===== config.mk =====
export PLATFORM = sky130hd
export DESIGN_NAME = etg_gate
export DESIGN_NICKNAME = d
export VERILOG_FILES = /design/src/shared/etg_pkg.sv /design/src/etg_gate.sv
export SDC_FILE = /design/constraint.sdc
export NUM_CORES = 2
export LEC_CHECK = 0
export BUFFER_PORTS_ARGS = -buffer_cell sky130_fd_sc_hd__buf_2
export CAP_MARGIN = 20
export CORE_UTILIZATION = 40
export CTS_CLUSTER_DIAMETER = 120
export DETAILED_ROUTE_END_ITERATION = 8
export HOLD_SLACK_MARGIN = 0.02
export REMOVE_ABC_BUFFERS = 1
export SYNTH_ARGS = -nofsm -noshare
export SYNTH_HDL_FRONTEND = slang
export SYNTH_SLANG_ARGS = --single-unit

===== constraint.sdc =====
create_clock -name MCLK -period 11.3 [get_ports MCLK]
set_input_delay 1.695 -clock MCLK [delete_from_list [all_inputs] [get_ports MCLK]]
set_output_delay 1.695 -clock MCLK [all_outputs]
set_load 0.05 [all_outputs]

===== src/shared/etg_pkg.sv =====
// Constants, types and register map for the region trace and counting gate
package etg_pkg;
    // Bus geometry
    localparam int ADR_W = 8;
    localparam int DAT_W = 32;
    // Branch record stack geometry
    localparam int DEPTH = 8;
    localparam int TOS_W = 3;
    localparam int IP_W = 64;
    localparam logic [TOS_W-1:0] TOS_ONE = 3'h1;
    localparam logic [TOS_W-1:0] TOS_RST = 3'h0;
    // Register byte addresses
    localparam logic [ADR_W-1:0] A_CTRL = 8'h00;
    localparam logic [ADR_W-1:0] A_FILTER = 8'h04;
    localparam logic [ADR_W-1:0] A_PERF_LO = 8'h08;
    localparam logic [ADR_W-1:0] A_PERF_HI = 8'h0c;
    localparam logic [ADR_W-1:0] A_TOS = 8'h10;
    localparam logic [ADR_W-1:0] A_SEL = 8'h14;
    localparam logic [ADR_W-1:0] A_SRC_LO = 8'h18;
    localparam logic [ADR_W-1:0] A_SRC_HI = 8'h1c;
    localparam logic [ADR_W-1:0] A_DST_LO = 8'h20;
    localparam logic [ADR_W-1:0] A_DST_HI = 8'h24;
    localparam logic [ADR_W-1:0] A_INFO = 8'h28;
    localparam logic [ADR_W-1:0] A_STATE = 8'h2c;
    // Field positions
    localparam int B_STEP_EN = 0;
    localparam int B_LOG_EN = 1;
    localparam int B_FAR_FILT = 8;
    localparam int B_GUARD64 = 60;
    localparam int B_GUARD_HI = B_GUARD64 - DAT_W;
    localparam int B_PRED = 63;
    localparam int B_SEL_GUARD = 3;
    localparam int B_SEL_FILT = 1;
    localparam int B_SEL_LOW = 0;
    // Interruption type reported for a breakpoint inside the region
    localparam logic [2:0] BP_TYPE_HW = 3'h3;
    localparam logic [DAT_W-1:0] ZERO_W = 32'h0;
    // Event operations from the core
    typedef enum logic [2:0] {
        OP_NONE = 3'h0,
        OP_ENTER = 3'h1,
        OP_RESUME = 3'h2,
        OP_EXIT = 3'h3,
        OP_AEX = 3'h4,
        OP_BRANCH = 3'h5,
        OP_BREAK = 3'h6
    } etg_op_e;
    // Region tracking, Gray along idle -> in -> out
    typedef enum logic [1:0] {
        RG_IDLE = 2'h0,
        RG_IN = 2'h1,
        RG_OUT = 2'h3
    } etg_rg_e;
    // One retired event from the core
    typedef struct packed {
        etg_op_e op;
        logic opt_out;
        logic far;
        logic cause_push;
        logic [IP_W-1:0] ip;
        logic [IP_W-1:0] dst;
        logic [IP_W-1:0] ssa_ip;
        logic [IP_W-1:0] async_exit_target;
        logic [IP_W-1:0] cause_dst;
    } etg_ev_s;
    // One branch record slot
    typedef struct packed {
        logic [IP_W-1:0] src;
        logic [IP_W-1:0] dst;
        logic lock_elision;
        logic restricted_transaction;
    } etg_rec_s;
endpackage


===== src/etg_gate.sv =====
// Region entry/exit trace, branch log and counter gating with Wishbone registers
//
// Local design decisions: the register offsets and the Wishbone slave port.
`timescale 1ns/1ps
// Overview of operation
// [RULE1] Branch single-step on: trap after opt-in entry by the enter operation.
// [RULE2] Branch single-step on: trap after every region exit operation.
// [RULE3] No step trap for resume entries or asynchronous exits.
// [RULE4] Opt-in entry with logging pushes enter/resume address to its destination.
// [RULE5] Exit after opt-in entry pushes exit address to exit destination.
// [RULE6] Async exit after opt-in pushes saved pointer to async exit target.
// [RULE7] After opt-in entry every branch inside the region is logged.
// [RULE8] Opt-out entry suppresses logging, pushes nothing; any exit lifts it.
// [RULE9] Opt-out with logging at entry: exit pushes entry address to exit destination.
// [RULE10] Opt-out async exit first pushes entry address to async exit target.
// [RULE11] A record pushed by the causing event then starts at async exit target.
// [RULE12] Records from region operations have source bit 63 set as predicted.
// [RULE13] Region records are never flagged lock elision or restricted transaction.
// [RULE14] Region operations are far branches, kept only if filter bit 8 clear.
// [RULE15] Global state bit 60 shows counters may be affected by protection.
// [RULE16] Opt-in entry keeps all counting unchanged and leaves bit 60 clear.
// [RULE17] Opt-out entry stops fixed counter zero and general counters; cycles go on.
// [RULE18] Opt-out entry suppresses precise sampling and sets bit 60.
// [RULE19] During opt-out region, sibling all-thread counters count own thread only.
// [RULE20] Exit or async exit resumes monitoring and restores sibling all-thread counting.
// [RULE21] Breakpoint instruction in region gives breakpoint fault of interruption type 3; the code gives UD_FAULT in an opt-out region.
// [RULE22] Hypervisor rebuilding injection from vector 3 uses type 3, not 6.
// [RULE23] Debugger keeps the saved pointer at the breakpoint instruction unchanged.
// [RULE24] Record stack is circular; top index advances per push, oldest overwritten.
module etg_gate
    import etg_pkg::*;
(
    // Clock and reset
    input wire logic MCLK,
    input wire logic SYS_RST,
    // Wishbone slave
    input wire logic WB_CYC_I,
    input wire logic WB_STB_I,
    input wire logic WB_WE_I,
    input wire logic [etg_pkg::ADR_W-1:0] WB_ADR_I,
    input wire logic [3:0] WB_SEL_I,
    input wire logic [etg_pkg::DAT_W-1:0] WB_DAT_I,
    output logic [etg_pkg::DAT_W-1:0] WB_DAT_O,
    output logic WB_ACK_O,
    // Retired events from the core
    input wire etg_pkg::etg_ev_s EV,
    // Debug exceptions
    output logic STEP_TRAP,
    output logic BP_FAULT,
    output logic [2:0] BP_INT_TYPE,
    output logic UD_FAULT,
    // Counting gates
    output logic FIXED0_EN,
    output logic GP_EN,
    output logic CYCLE_EN,
    output logic PRECISE_EN,
    output logic SIB_OWN_ONLY,
    output logic GUARD_FLAG
);
    // Whole state of the block
    typedef struct packed {
        etg_rg_e region;
        logic log_at_entry;
        logic [IP_W-1:0] entry_ip;
        logic step_en;
        logic log_en;
        logic far_filt;
        logic guard;
        logic [TOS_W-1:0] tos;
        logic [TOS_W-1:0] sel;
        etg_rec_s [DEPTH-1:0] slots;
        logic ack;
        logic [DAT_W-1:0] rdat;
        logic step_trap;
        logic bp_fault;
        logic ud_fault;
        logic cnt_en;
        logic sib_own;
    } etg_st_s;

    etg_st_s st_reg;
    etg_st_s st_next;

    // Builds a record; region records get the predicted mark
    function automatic etg_rec_s mk_rec(input logic [IP_W-1:0] src,
                                       input logic [IP_W-1:0] dst,
                                       input logic region_op);
        etg_rec_s r;
        r.src = src;
        r.dst = dst;
        if (region_op)
        begin
            r.src[B_PRED] = 1'b1; // [RULE12]
        end
        r.lock_elision = 1'b0; // [RULE13]
        r.restricted_transaction = 1'b0; // [RULE13]
        return r;
    endfunction

    // Next state: bus, events, record pushes, gates
    always_comb
    begin
        logic bus_go;
        logic keep_far;
        logic p0;
        logic p1;
        etg_rec_s r0;
        etg_rec_s r1;
        logic [TOS_W-1:0] t;
        etg_rec_s cur;
        bus_go = 1'b0;
        keep_far = 1'b0;
        p0 = 1'b0;
        p1 = 1'b0;
        r0 = '0;
        r1 = '0;
        t = TOS_RST;
        cur = '0;
        st_next = st_reg;
        st_next.step_trap = 1'b0;
        st_next.bp_fault = 1'b0;
        st_next.ud_fault = 1'b0;
        bus_go = WB_CYC_I && WB_STB_I && !st_reg.ack;
        st_next.ack = bus_go;
        cur = st_reg.slots[st_reg.sel];
        // Register read and write decode
        st_next.rdat = ZERO_W;
        if (WB_ADR_I == A_CTRL)
        begin
            st_next.rdat[B_STEP_EN] = st_reg.step_en;
            st_next.rdat[B_LOG_EN] = st_reg.log_en;
            if (bus_go && WB_WE_I && WB_SEL_I[B_SEL_LOW])
            begin
                st_next.step_en = WB_DAT_I[B_STEP_EN];
                st_next.log_en = WB_DAT_I[B_LOG_EN];
            end
        end
        else if (WB_ADR_I == A_FILTER)
        begin
            st_next.rdat[B_FAR_FILT] = st_reg.far_filt;
            if (bus_go && WB_WE_I && WB_SEL_I[B_SEL_FILT])
            begin
                st_next.far_filt = WB_DAT_I[B_FAR_FILT];
            end
        end
        else if (WB_ADR_I == A_PERF_HI)
        begin
            st_next.rdat[B_GUARD_HI] = st_reg.guard; // [RULE15]
            if (bus_go && WB_WE_I && WB_SEL_I[B_SEL_GUARD] && WB_DAT_I[B_GUARD_HI])
            begin
                st_next.guard = 1'b0;
            end
        end
        else if (WB_ADR_I == A_TOS)
        begin
            st_next.rdat[TOS_W-1:0] = st_reg.tos;
        end
        else if (WB_ADR_I == A_SEL)
        begin
            st_next.rdat[TOS_W-1:0] = st_reg.sel;
            if (bus_go && WB_WE_I && WB_SEL_I[B_SEL_LOW])
            begin
                st_next.sel = WB_DAT_I[TOS_W-1:0];
            end
        end
        else if (WB_ADR_I == A_SRC_LO)
        begin
            st_next.rdat = cur.src[DAT_W-1:0];
        end
        else if (WB_ADR_I == A_SRC_HI)
        begin
            st_next.rdat = cur.src[IP_W-1:DAT_W];
        end
        else if (WB_ADR_I == A_DST_LO)
        begin
            st_next.rdat = cur.dst[DAT_W-1:0];
        end
        else if (WB_ADR_I == A_DST_HI)
        begin
            st_next.rdat = cur.dst[IP_W-1:DAT_W];
        end
        else if (WB_ADR_I == A_INFO)
        begin
            st_next.rdat[1:0] = {cur.restricted_transaction, cur.lock_elision};
        end
        else if (WB_ADR_I == A_STATE)
        begin
            st_next.rdat[1:0] = st_reg.region;
            st_next.rdat[2] = st_reg.log_at_entry;
        end
        // Region operations are far branches
        keep_far = !st_reg.far_filt; // [RULE14]
        // Core events
        case (EV.op)
            OP_ENTER, OP_RESUME:
            begin
                if (st_reg.region == RG_IDLE)
                begin
                    if (!EV.opt_out)
                    begin
                        st_next.region = RG_IN;
                        // Resume never traps
                        st_next.step_trap = st_reg.step_en && (EV.op == OP_ENTER); // [RULE1] [RULE3]
                        p0 = st_reg.log_en && keep_far; // [RULE4]
                        r0 = mk_rec(EV.ip, EV.dst, 1'b1);
                    end
                    else
                    begin
                        // Nothing pushed; entry address kept for the exit record
                        st_next.region = RG_OUT; // [RULE8]
                        st_next.entry_ip = EV.ip;
                        st_next.log_at_entry = st_reg.log_en;
                        st_next.guard = 1'b1; // [RULE18]
                    end
                end
            end
            OP_EXIT:
            begin
                if (st_reg.region != RG_IDLE)
                begin
                    st_next.step_trap = st_reg.step_en; // [RULE2]
                    if (st_reg.region == RG_IN)
                    begin
                        p0 = st_reg.log_en && keep_far; // [RULE5]
                        r0 = mk_rec(EV.ip, EV.dst, 1'b1);
                    end
                    else
                    begin
                        p0 = st_reg.log_at_entry && keep_far; // [RULE9]
                        r0 = mk_rec(st_reg.entry_ip, EV.dst, 1'b1);
                    end
                    st_next.region = RG_IDLE; // [RULE8] [RULE20]
                end
            end
            OP_AEX:
            begin
                if (st_reg.region != RG_IDLE)
                begin
                    // No step trap on asynchronous exit
                    if (st_reg.region == RG_IN)
                    begin
                        p0 = st_reg.log_en && keep_far; // [RULE6]
                        r0 = mk_rec(EV.ssa_ip, EV.async_exit_target, 1'b1);
                    end
                    else
                    begin
                        p0 = st_reg.log_at_entry && keep_far; // [RULE10]
                        r0 = mk_rec(st_reg.entry_ip, EV.async_exit_target, 1'b1);
                    end
                    // Causing event record follows, starting at the exit target
                    p1 = st_reg.log_en && EV.cause_push; // [RULE11]
                    r1 = mk_rec(EV.async_exit_target, EV.cause_dst, 1'b1);
                    st_next.region = RG_IDLE; // [RULE20]
                end
            end
            OP_BRANCH:
            begin
                // Suppressed inside an opt-out region
                p0 = st_reg.log_en && (st_reg.region != RG_OUT)
                     && !(EV.far && st_reg.far_filt); // [RULE7] [RULE8]
                r0 = mk_rec(EV.ip, EV.dst, 1'b0);
            end
            OP_BREAK:
            begin
                st_next.bp_fault = (st_reg.region == RG_IN); // [RULE21]
                st_next.ud_fault = (st_reg.region == RG_OUT);
            end
            default:
            begin
                p0 = 1'b0;
            end
        endcase
        // Circular pushes, up to two per cycle in order
        t = st_reg.tos;
        if (p0)
        begin
            t = t + TOS_ONE; // [RULE24]
            st_next.slots[t] = r0;
        end
        if (p1)
        begin
            t = t + TOS_ONE; // [RULE24]
            st_next.slots[t] = r1;
        end
        st_next.tos = t;
        // Counting gates follow the region state
        st_next.cnt_en = (st_next.region != RG_OUT); // [RULE16] [RULE17] [RULE20]
        st_next.sib_own = (st_next.region == RG_OUT); // [RULE19] [RULE20]
    end

    // State register
    always_ff @(posedge MCLK)
    begin
        if (SYS_RST)
        begin
            st_reg <= '0;
            st_reg.region <= RG_IDLE;
            st_reg.tos <= TOS_RST;
            st_reg.cnt_en <= 1'b1;
        end
        else
        begin
            st_reg <= st_next;
        end
    end

    // Outputs straight from the state flops, except the constants BP_INT_TYPE and CYCLE_EN
    assign WB_DAT_O = st_reg.rdat;
    assign WB_ACK_O = st_reg.ack;
    assign STEP_TRAP = st_reg.step_trap;
    assign BP_FAULT = st_reg.bp_fault;
    assign BP_INT_TYPE = BP_TYPE_HW; // [RULE21]
    assign UD_FAULT = st_reg.ud_fault;
    assign FIXED0_EN = st_reg.cnt_en; // [RULE17]
    assign GP_EN = st_reg.cnt_en; // [RULE17]
    assign CYCLE_EN = 1'b1; // [RULE17]
    assign PRECISE_EN = st_reg.cnt_en; // [RULE18]
    assign SIB_OWN_ONLY = st_reg.sib_own; // [RULE19]
    assign GUARD_FLAG = st_reg.guard; // [RULE15]

    logic rg_idle;
    logic rg_in;
    logic rg_out;
    assign rg_idle = (st_reg.region == RG_IDLE);
    assign rg_in = (st_reg.region == RG_IN);
    assign rg_out = (st_reg.region == RG_OUT);
endmodule


## Word level (Yosys, flattened, before mapping)

Index checks and enable logic that the tools add are counted.

- Logic and storage cells: 184
- Input port bits: 375
- Bits in registers: 1,155

- Reduce and logical (&&, ||, !) cells: 33
- Bitwise logic cells: 5
- Order comparisons: 5
- Add/sub/neg operators: 2
- Multiplexer cells: 66
- Equal/unequal tests: 21

Operator list:

| cell | count |
|---|---|
| 1040-bit bitwise mux | 2 |
| 1040-bit two-way mux | 2 |
| 130-bit two-way mux | 9 |
| 130-bit demux with 3-bit select | 2 |
| 130-bit one-hot mux with 4 select lines | 1 |
| 130-bit binary-select mux with 3-bit select | 1 |
| 129-bit two-way mux | 2 |
| 32-bit two-way mux | 8 |
| 67-bit two-way mux | 1 |
| 65-bit two-way mux | 1 |
| 26-bit two-way mux | 2 |
| 8-bit by 5-bit equality test with 1-bit output (second input constant) | 4 |
| 8-bit by 6-bit equality test with 1-bit output (second input constant) | 4 |
| 29-bit two-way mux | 1 |
| 1-bit two-way mux | 19 |
| 3-bit two-way mux | 6 |
| 1-bit logical AND | 16 |
| 3-bit by 4-bit less-than comparator with 1-bit output (second input constant) | 3 |
| 2-bit two-way mux | 5 |
| 3-bit equality test (second input constant) | 3 |
| 9-bit two-way mux | 1 |
| 8-bit by 3-bit equality test with 1-bit output (second input constant) | 1 |
| 8-bit by 4-bit equality test with 1-bit output (second input constant) | 1 |
| 8-bit logical NOT | 1 |
| other kinds (21) | 36 |

## Depth between registers and ports, before layout

- Word-level depth: 17
- Gate-level depth with buffers: 15
- Gate-level depth less buffers: 10

## Worst setup path before layout

No wires, ideal clock.

- Kind: in2reg
- Start: input EV[325] (netlist name)
- End: register st_reg[266] (netlist name)
- Stages on the path: 15
- Slack: 6,437 ps
- Arrival time: 4,792 ps
- Path buffers: 5
- Required time: 11,228 ps
- Cells stage by stage: buf_2 nor3b_2 a21oi_1 or3_1 buf_2 a21boi_1 nor2_1 ha_1 xor2_1 xor2_2 and2_1 clkbuf_1 buf_2 buf_4 mux2i_1

- Longest elaborated chain between the ends: 11
- Elaborated cells between the ends (all ways): 22

Ends and longest elaborated chain:

| item | line | RTL |
|---|---|---|
| from (decl) | etg_gate.sv:46 | `input wire etg_pkg::etg_ev_s EV,` |
| 3-bit equality test (tied with other cells) | etg_gate.sv:194 | `case (EV.op)` |
| 2-bit OR reduction, on equally long branches | -- |  |
| 1-bit one-hot mux with 3 select lines | etg_gate.sv:194 |  |
| 3-bit two-way mux | etg_gate.sv:275 | `if (p0)` |
| 3-bit by 1-bit adder with 3-bit output | etg_gate.sv:282 | `t = t + TOS_ONE;` |
| 3-bit by 4-bit less-than comparator with 1-bit output (not written as such) / 3-bit by 1-bit >= comparator with 1-bit output (equally long branches) | etg_gate.sv:283 | `st_next.slots[t] = r1;` |
| 1-bit logical AND (not written as such) | etg_gate.sv:283 |  |
| 130-bit two-way mux (not written as such) | etg_gate.sv:283 |  |
| 130-bit demux with 3-bit select | etg_gate.sv:283 |  |
| 1040-bit bitwise mux | etg_gate.sv:283 |  |
| 1040-bit two-way mux * | etg_gate.sv:280 | `if (p1)` |
| to (signal assigned) | etg_gate.sv:303 | `st_reg <= st_next;` |
| to (decl) | etg_gate.sv:81 | `etg_st_s st_reg;` |

Mark *: on every way between the ends. The rest lies on a longest branch, timed or not.
A chain may end at the register's enable or synchronous reset.

## Final worst setup path

- Start: input EV[324] (netlist name)
- End: register st_reg[856] (netlist name)

Same word-level chain as after synthesis.

==> run metrics <==
Final #Nets=6488; GR Util met1=37.1%; global-route met2 utilization=42.4%; initial antenna violation count=14; worst min path class=reg -> reg; synthesized flop and latch total=around 1200; worst slew margin relative to its limit=9.12%; first-pass GRT wire length=316000 um; H-tree depth=4; Worst-path clk slew=0.06 ns; final-layout fill cell count=about 15000; crit path DAT=about 7 ns; Rows=143; clock sinks=approximately 1200; RSZ-0062 raised after global routing=no; cts repair resizes=0; sequential area share after synthesis=around 38%; number of synthesized flops with an enable pin=0; final worst slack=between 4 and 5 ns; final hold slack=roughly 0.44 ns; minimum clock period=around 6.5 ns; clk_lat worst skew=0.79 ns; met3 Use GR=3.82%; Synth Flop Type=dfxtp_1; post-synthesis mux area share=between 20 and 30%; post-route ant nets=0; DR vias/cell=just over 6; router iterations before antenna repair=9; vias=50800; clk buf depth=3; status=finished, final reports clean; die span in y=~400 um; vias in the first global route=around 48000; CP endpoint kind=flip-flop; Leakage=between 20 and 30 nW; pwr dens=roughly 130 mW/mm2; max_cap viols=0; total gr overflow=0; Compound-Gate Fraction of Synth Area=18.8%; endpoints failing setup=0; Synth Area per Inst=between 9 and 10 um2; Total Power=around 9 mW; root buf cell=clkbuf_16; largest net degree at the start of global routing=174; area grow syn2layout=11.8%; WL/cell=25.8 um; diode count=0; CP Max Fanout=40; CTS Buf Count=between 100 and 150; drt drc=0; Synth Instances=around 6200; Slew Limit Fails=0; post-CTS setup buffers=0; Post-DP HPWL=~120000 um; Max VDD drop=roughly 0.16 mV; xor and xnor area share after synthesis=less than 1%; synth unique cells=66; Initial Util=40.4%; pre-CTS setup slack=~4.2 ns; Post-Route WL=213000 um; max reg flops=around 1100; Tcrit/Tclk final=a little under three fifths; Buffers on Ports=a little under 400; GR peak layer=met2; Async S/R FF share, synth=0%; FMAX=~150 MHz; DR iter-0 viols=between 5000 and 6000; Ports=420; Worst Tran Pin Value=approximately 1.4 ns; GPL Wtd Cong=slightly below 0.8; core area=0.152 mm2; Adder-Cell Fraction of Synth Area=less than 1%; Crit Path Category=in -> reg; Clock Skews=about 0.019 ns; CTS tree=yes; synthesis warning total=0; Post-Synth Simple-Gate Area=under 10%; Hold Fails Final Rpt=0; CP startpoint kind=primary input; layout cells sized above 1=~17%; Worst Path Required=11.97 ns; largest family of logic cells by synthesized area=multiplexers; Die ar.=0.156 mm2; Syn Std Cell Area=0.0616 mm2; Die X=around 390 um; Hold-fix buffers, CTS=0; Total GRT Usage=26.5%
## final cells by class
type,instances,area (um2),area share (%)
clock buffers,208,4170,6.06
clock inverters,32,365,0.531
inverters,8,37.5,0.0545
multi-input cells,4283,35400,51.4
flip-flops and latches,1154,23100,33.6
well taps,2030,2540,3.69
repair buffers,525,3210,4.66
## final timing paths
check | startpoint | to | slack (ns) | cells past startpoint
setup / recovery | EV[324] | st_reg[856] | 4.81 | 13
hold / removal | WB_ACK_O | WB_ACK_O | 0.44 | 1
setup reg to reg | st_reg[1153] | st_reg[856] | 5.46 | 12
hold reg to reg | WB_ACK_O | WB_ACK_O | 0.44 | 1
## cells in the final DEF (no fill, tap or decap), types with 8 or more instances in the layout
cell type     n
nand2b_1    128
mux4_2      260
clkbuf_16   144
o21ai_0      15
clkbuf_1     31
a22oi_1      58
nor2_1     1063
a221o_1      15
mux2_2       26
mux2i_1    1121
a222oi_1     62
a211oi_1     29
nand2_1     174
a21oi_1     103
a211o_1     971
nand3b_1      8
a21boi_1      8
clkbuf_8     33
o22ai_1      58
buf_4       122
dfxtp_1    1152
and3_1       15
clkinv_2     16
nand4_1      17
o21a_1       29
buf_2       385
buf_12       16
## layer usage
layer  share of wire, %  routed length [um]
met5              0.025                  54
met4                2.4                5100
met3                6.5               13800
met2                 46               98000
met1                 45               95900
## power breakdown
| part | internal [mW] | switching (mW) | total, mW |
|---|---|---|---|
| logic | 0.127 | 0.361 | 0.488 |
| clock network | 2.68 | 1.85 | 4.54 |
| registers | 4.08 | 0.00507 | 4.08 |
## cells in the mapped netlist, drive strengths merged (33+ instances only)
library cell	n	area [um2]
mux2i	1121	11200
clkbuf	328	1230
mux4	260	5860
a22oi	58	435
a211oi	33	253
a211o	971	8500
nand2	185	694
nor2	1066	4000
a222oi	62	621
buf	434	2080
nand2b	128	801
a21oi	106	531
dfxtp	1154	23100
o22ai	58	363
## worst max-delay path, cell delays in order
cell and delay [ns]:
buf_2 0.20, nor2b_1 0.34, a21oi_1 0.19, or3_1 0.69, a21boi_1 0.42, nor2_1 0.14
ha_1 0.24, xor2_1 0.49, xnor2_4 0.11, buf_4 0.36, nand2_4 0.83, buf_4 0.85
mux2_2 0.41
## through the flow
| stage | util, % | setup TNS (ns) | instance area [um2] | instances |
|---|---|---|---|---|
| after floorplan | - | -2740.03 | 58300 | 5445 |
| after global placement | 42.1 | 0 | 64200 | 7998 |
| after detailed placement | 42.2 | 0 | 64300 | 7999 |
| after CTS | 45.1 | 0 | 68800 | 8239 |
| after global routing | 45.2 | 0 | 68800 | 8240 |
| final | 45.2 | 0 | 68800 | 8240 |
## logic make-up (layout without fill, tap and decap cells)
| group | after synthesis | after routing |
|---|---|---|
| flip-flops | 1154 | 1154 |
| multiplexers | 1408 | 1408 |
| AO/OA/AOI/OAI | 1393 | 1393 |
| other | 2 | 4 |
| XOR/XNOR | 8 | 8 |
| AND/OR/NAND/NOR | 1468 | 1468 |
| buffers and inverters | 770 | 773 |
| adder cells (fa/ha/maj) | 2 | 2 |
Note: power is estimated with default switching activity, not from simulation.
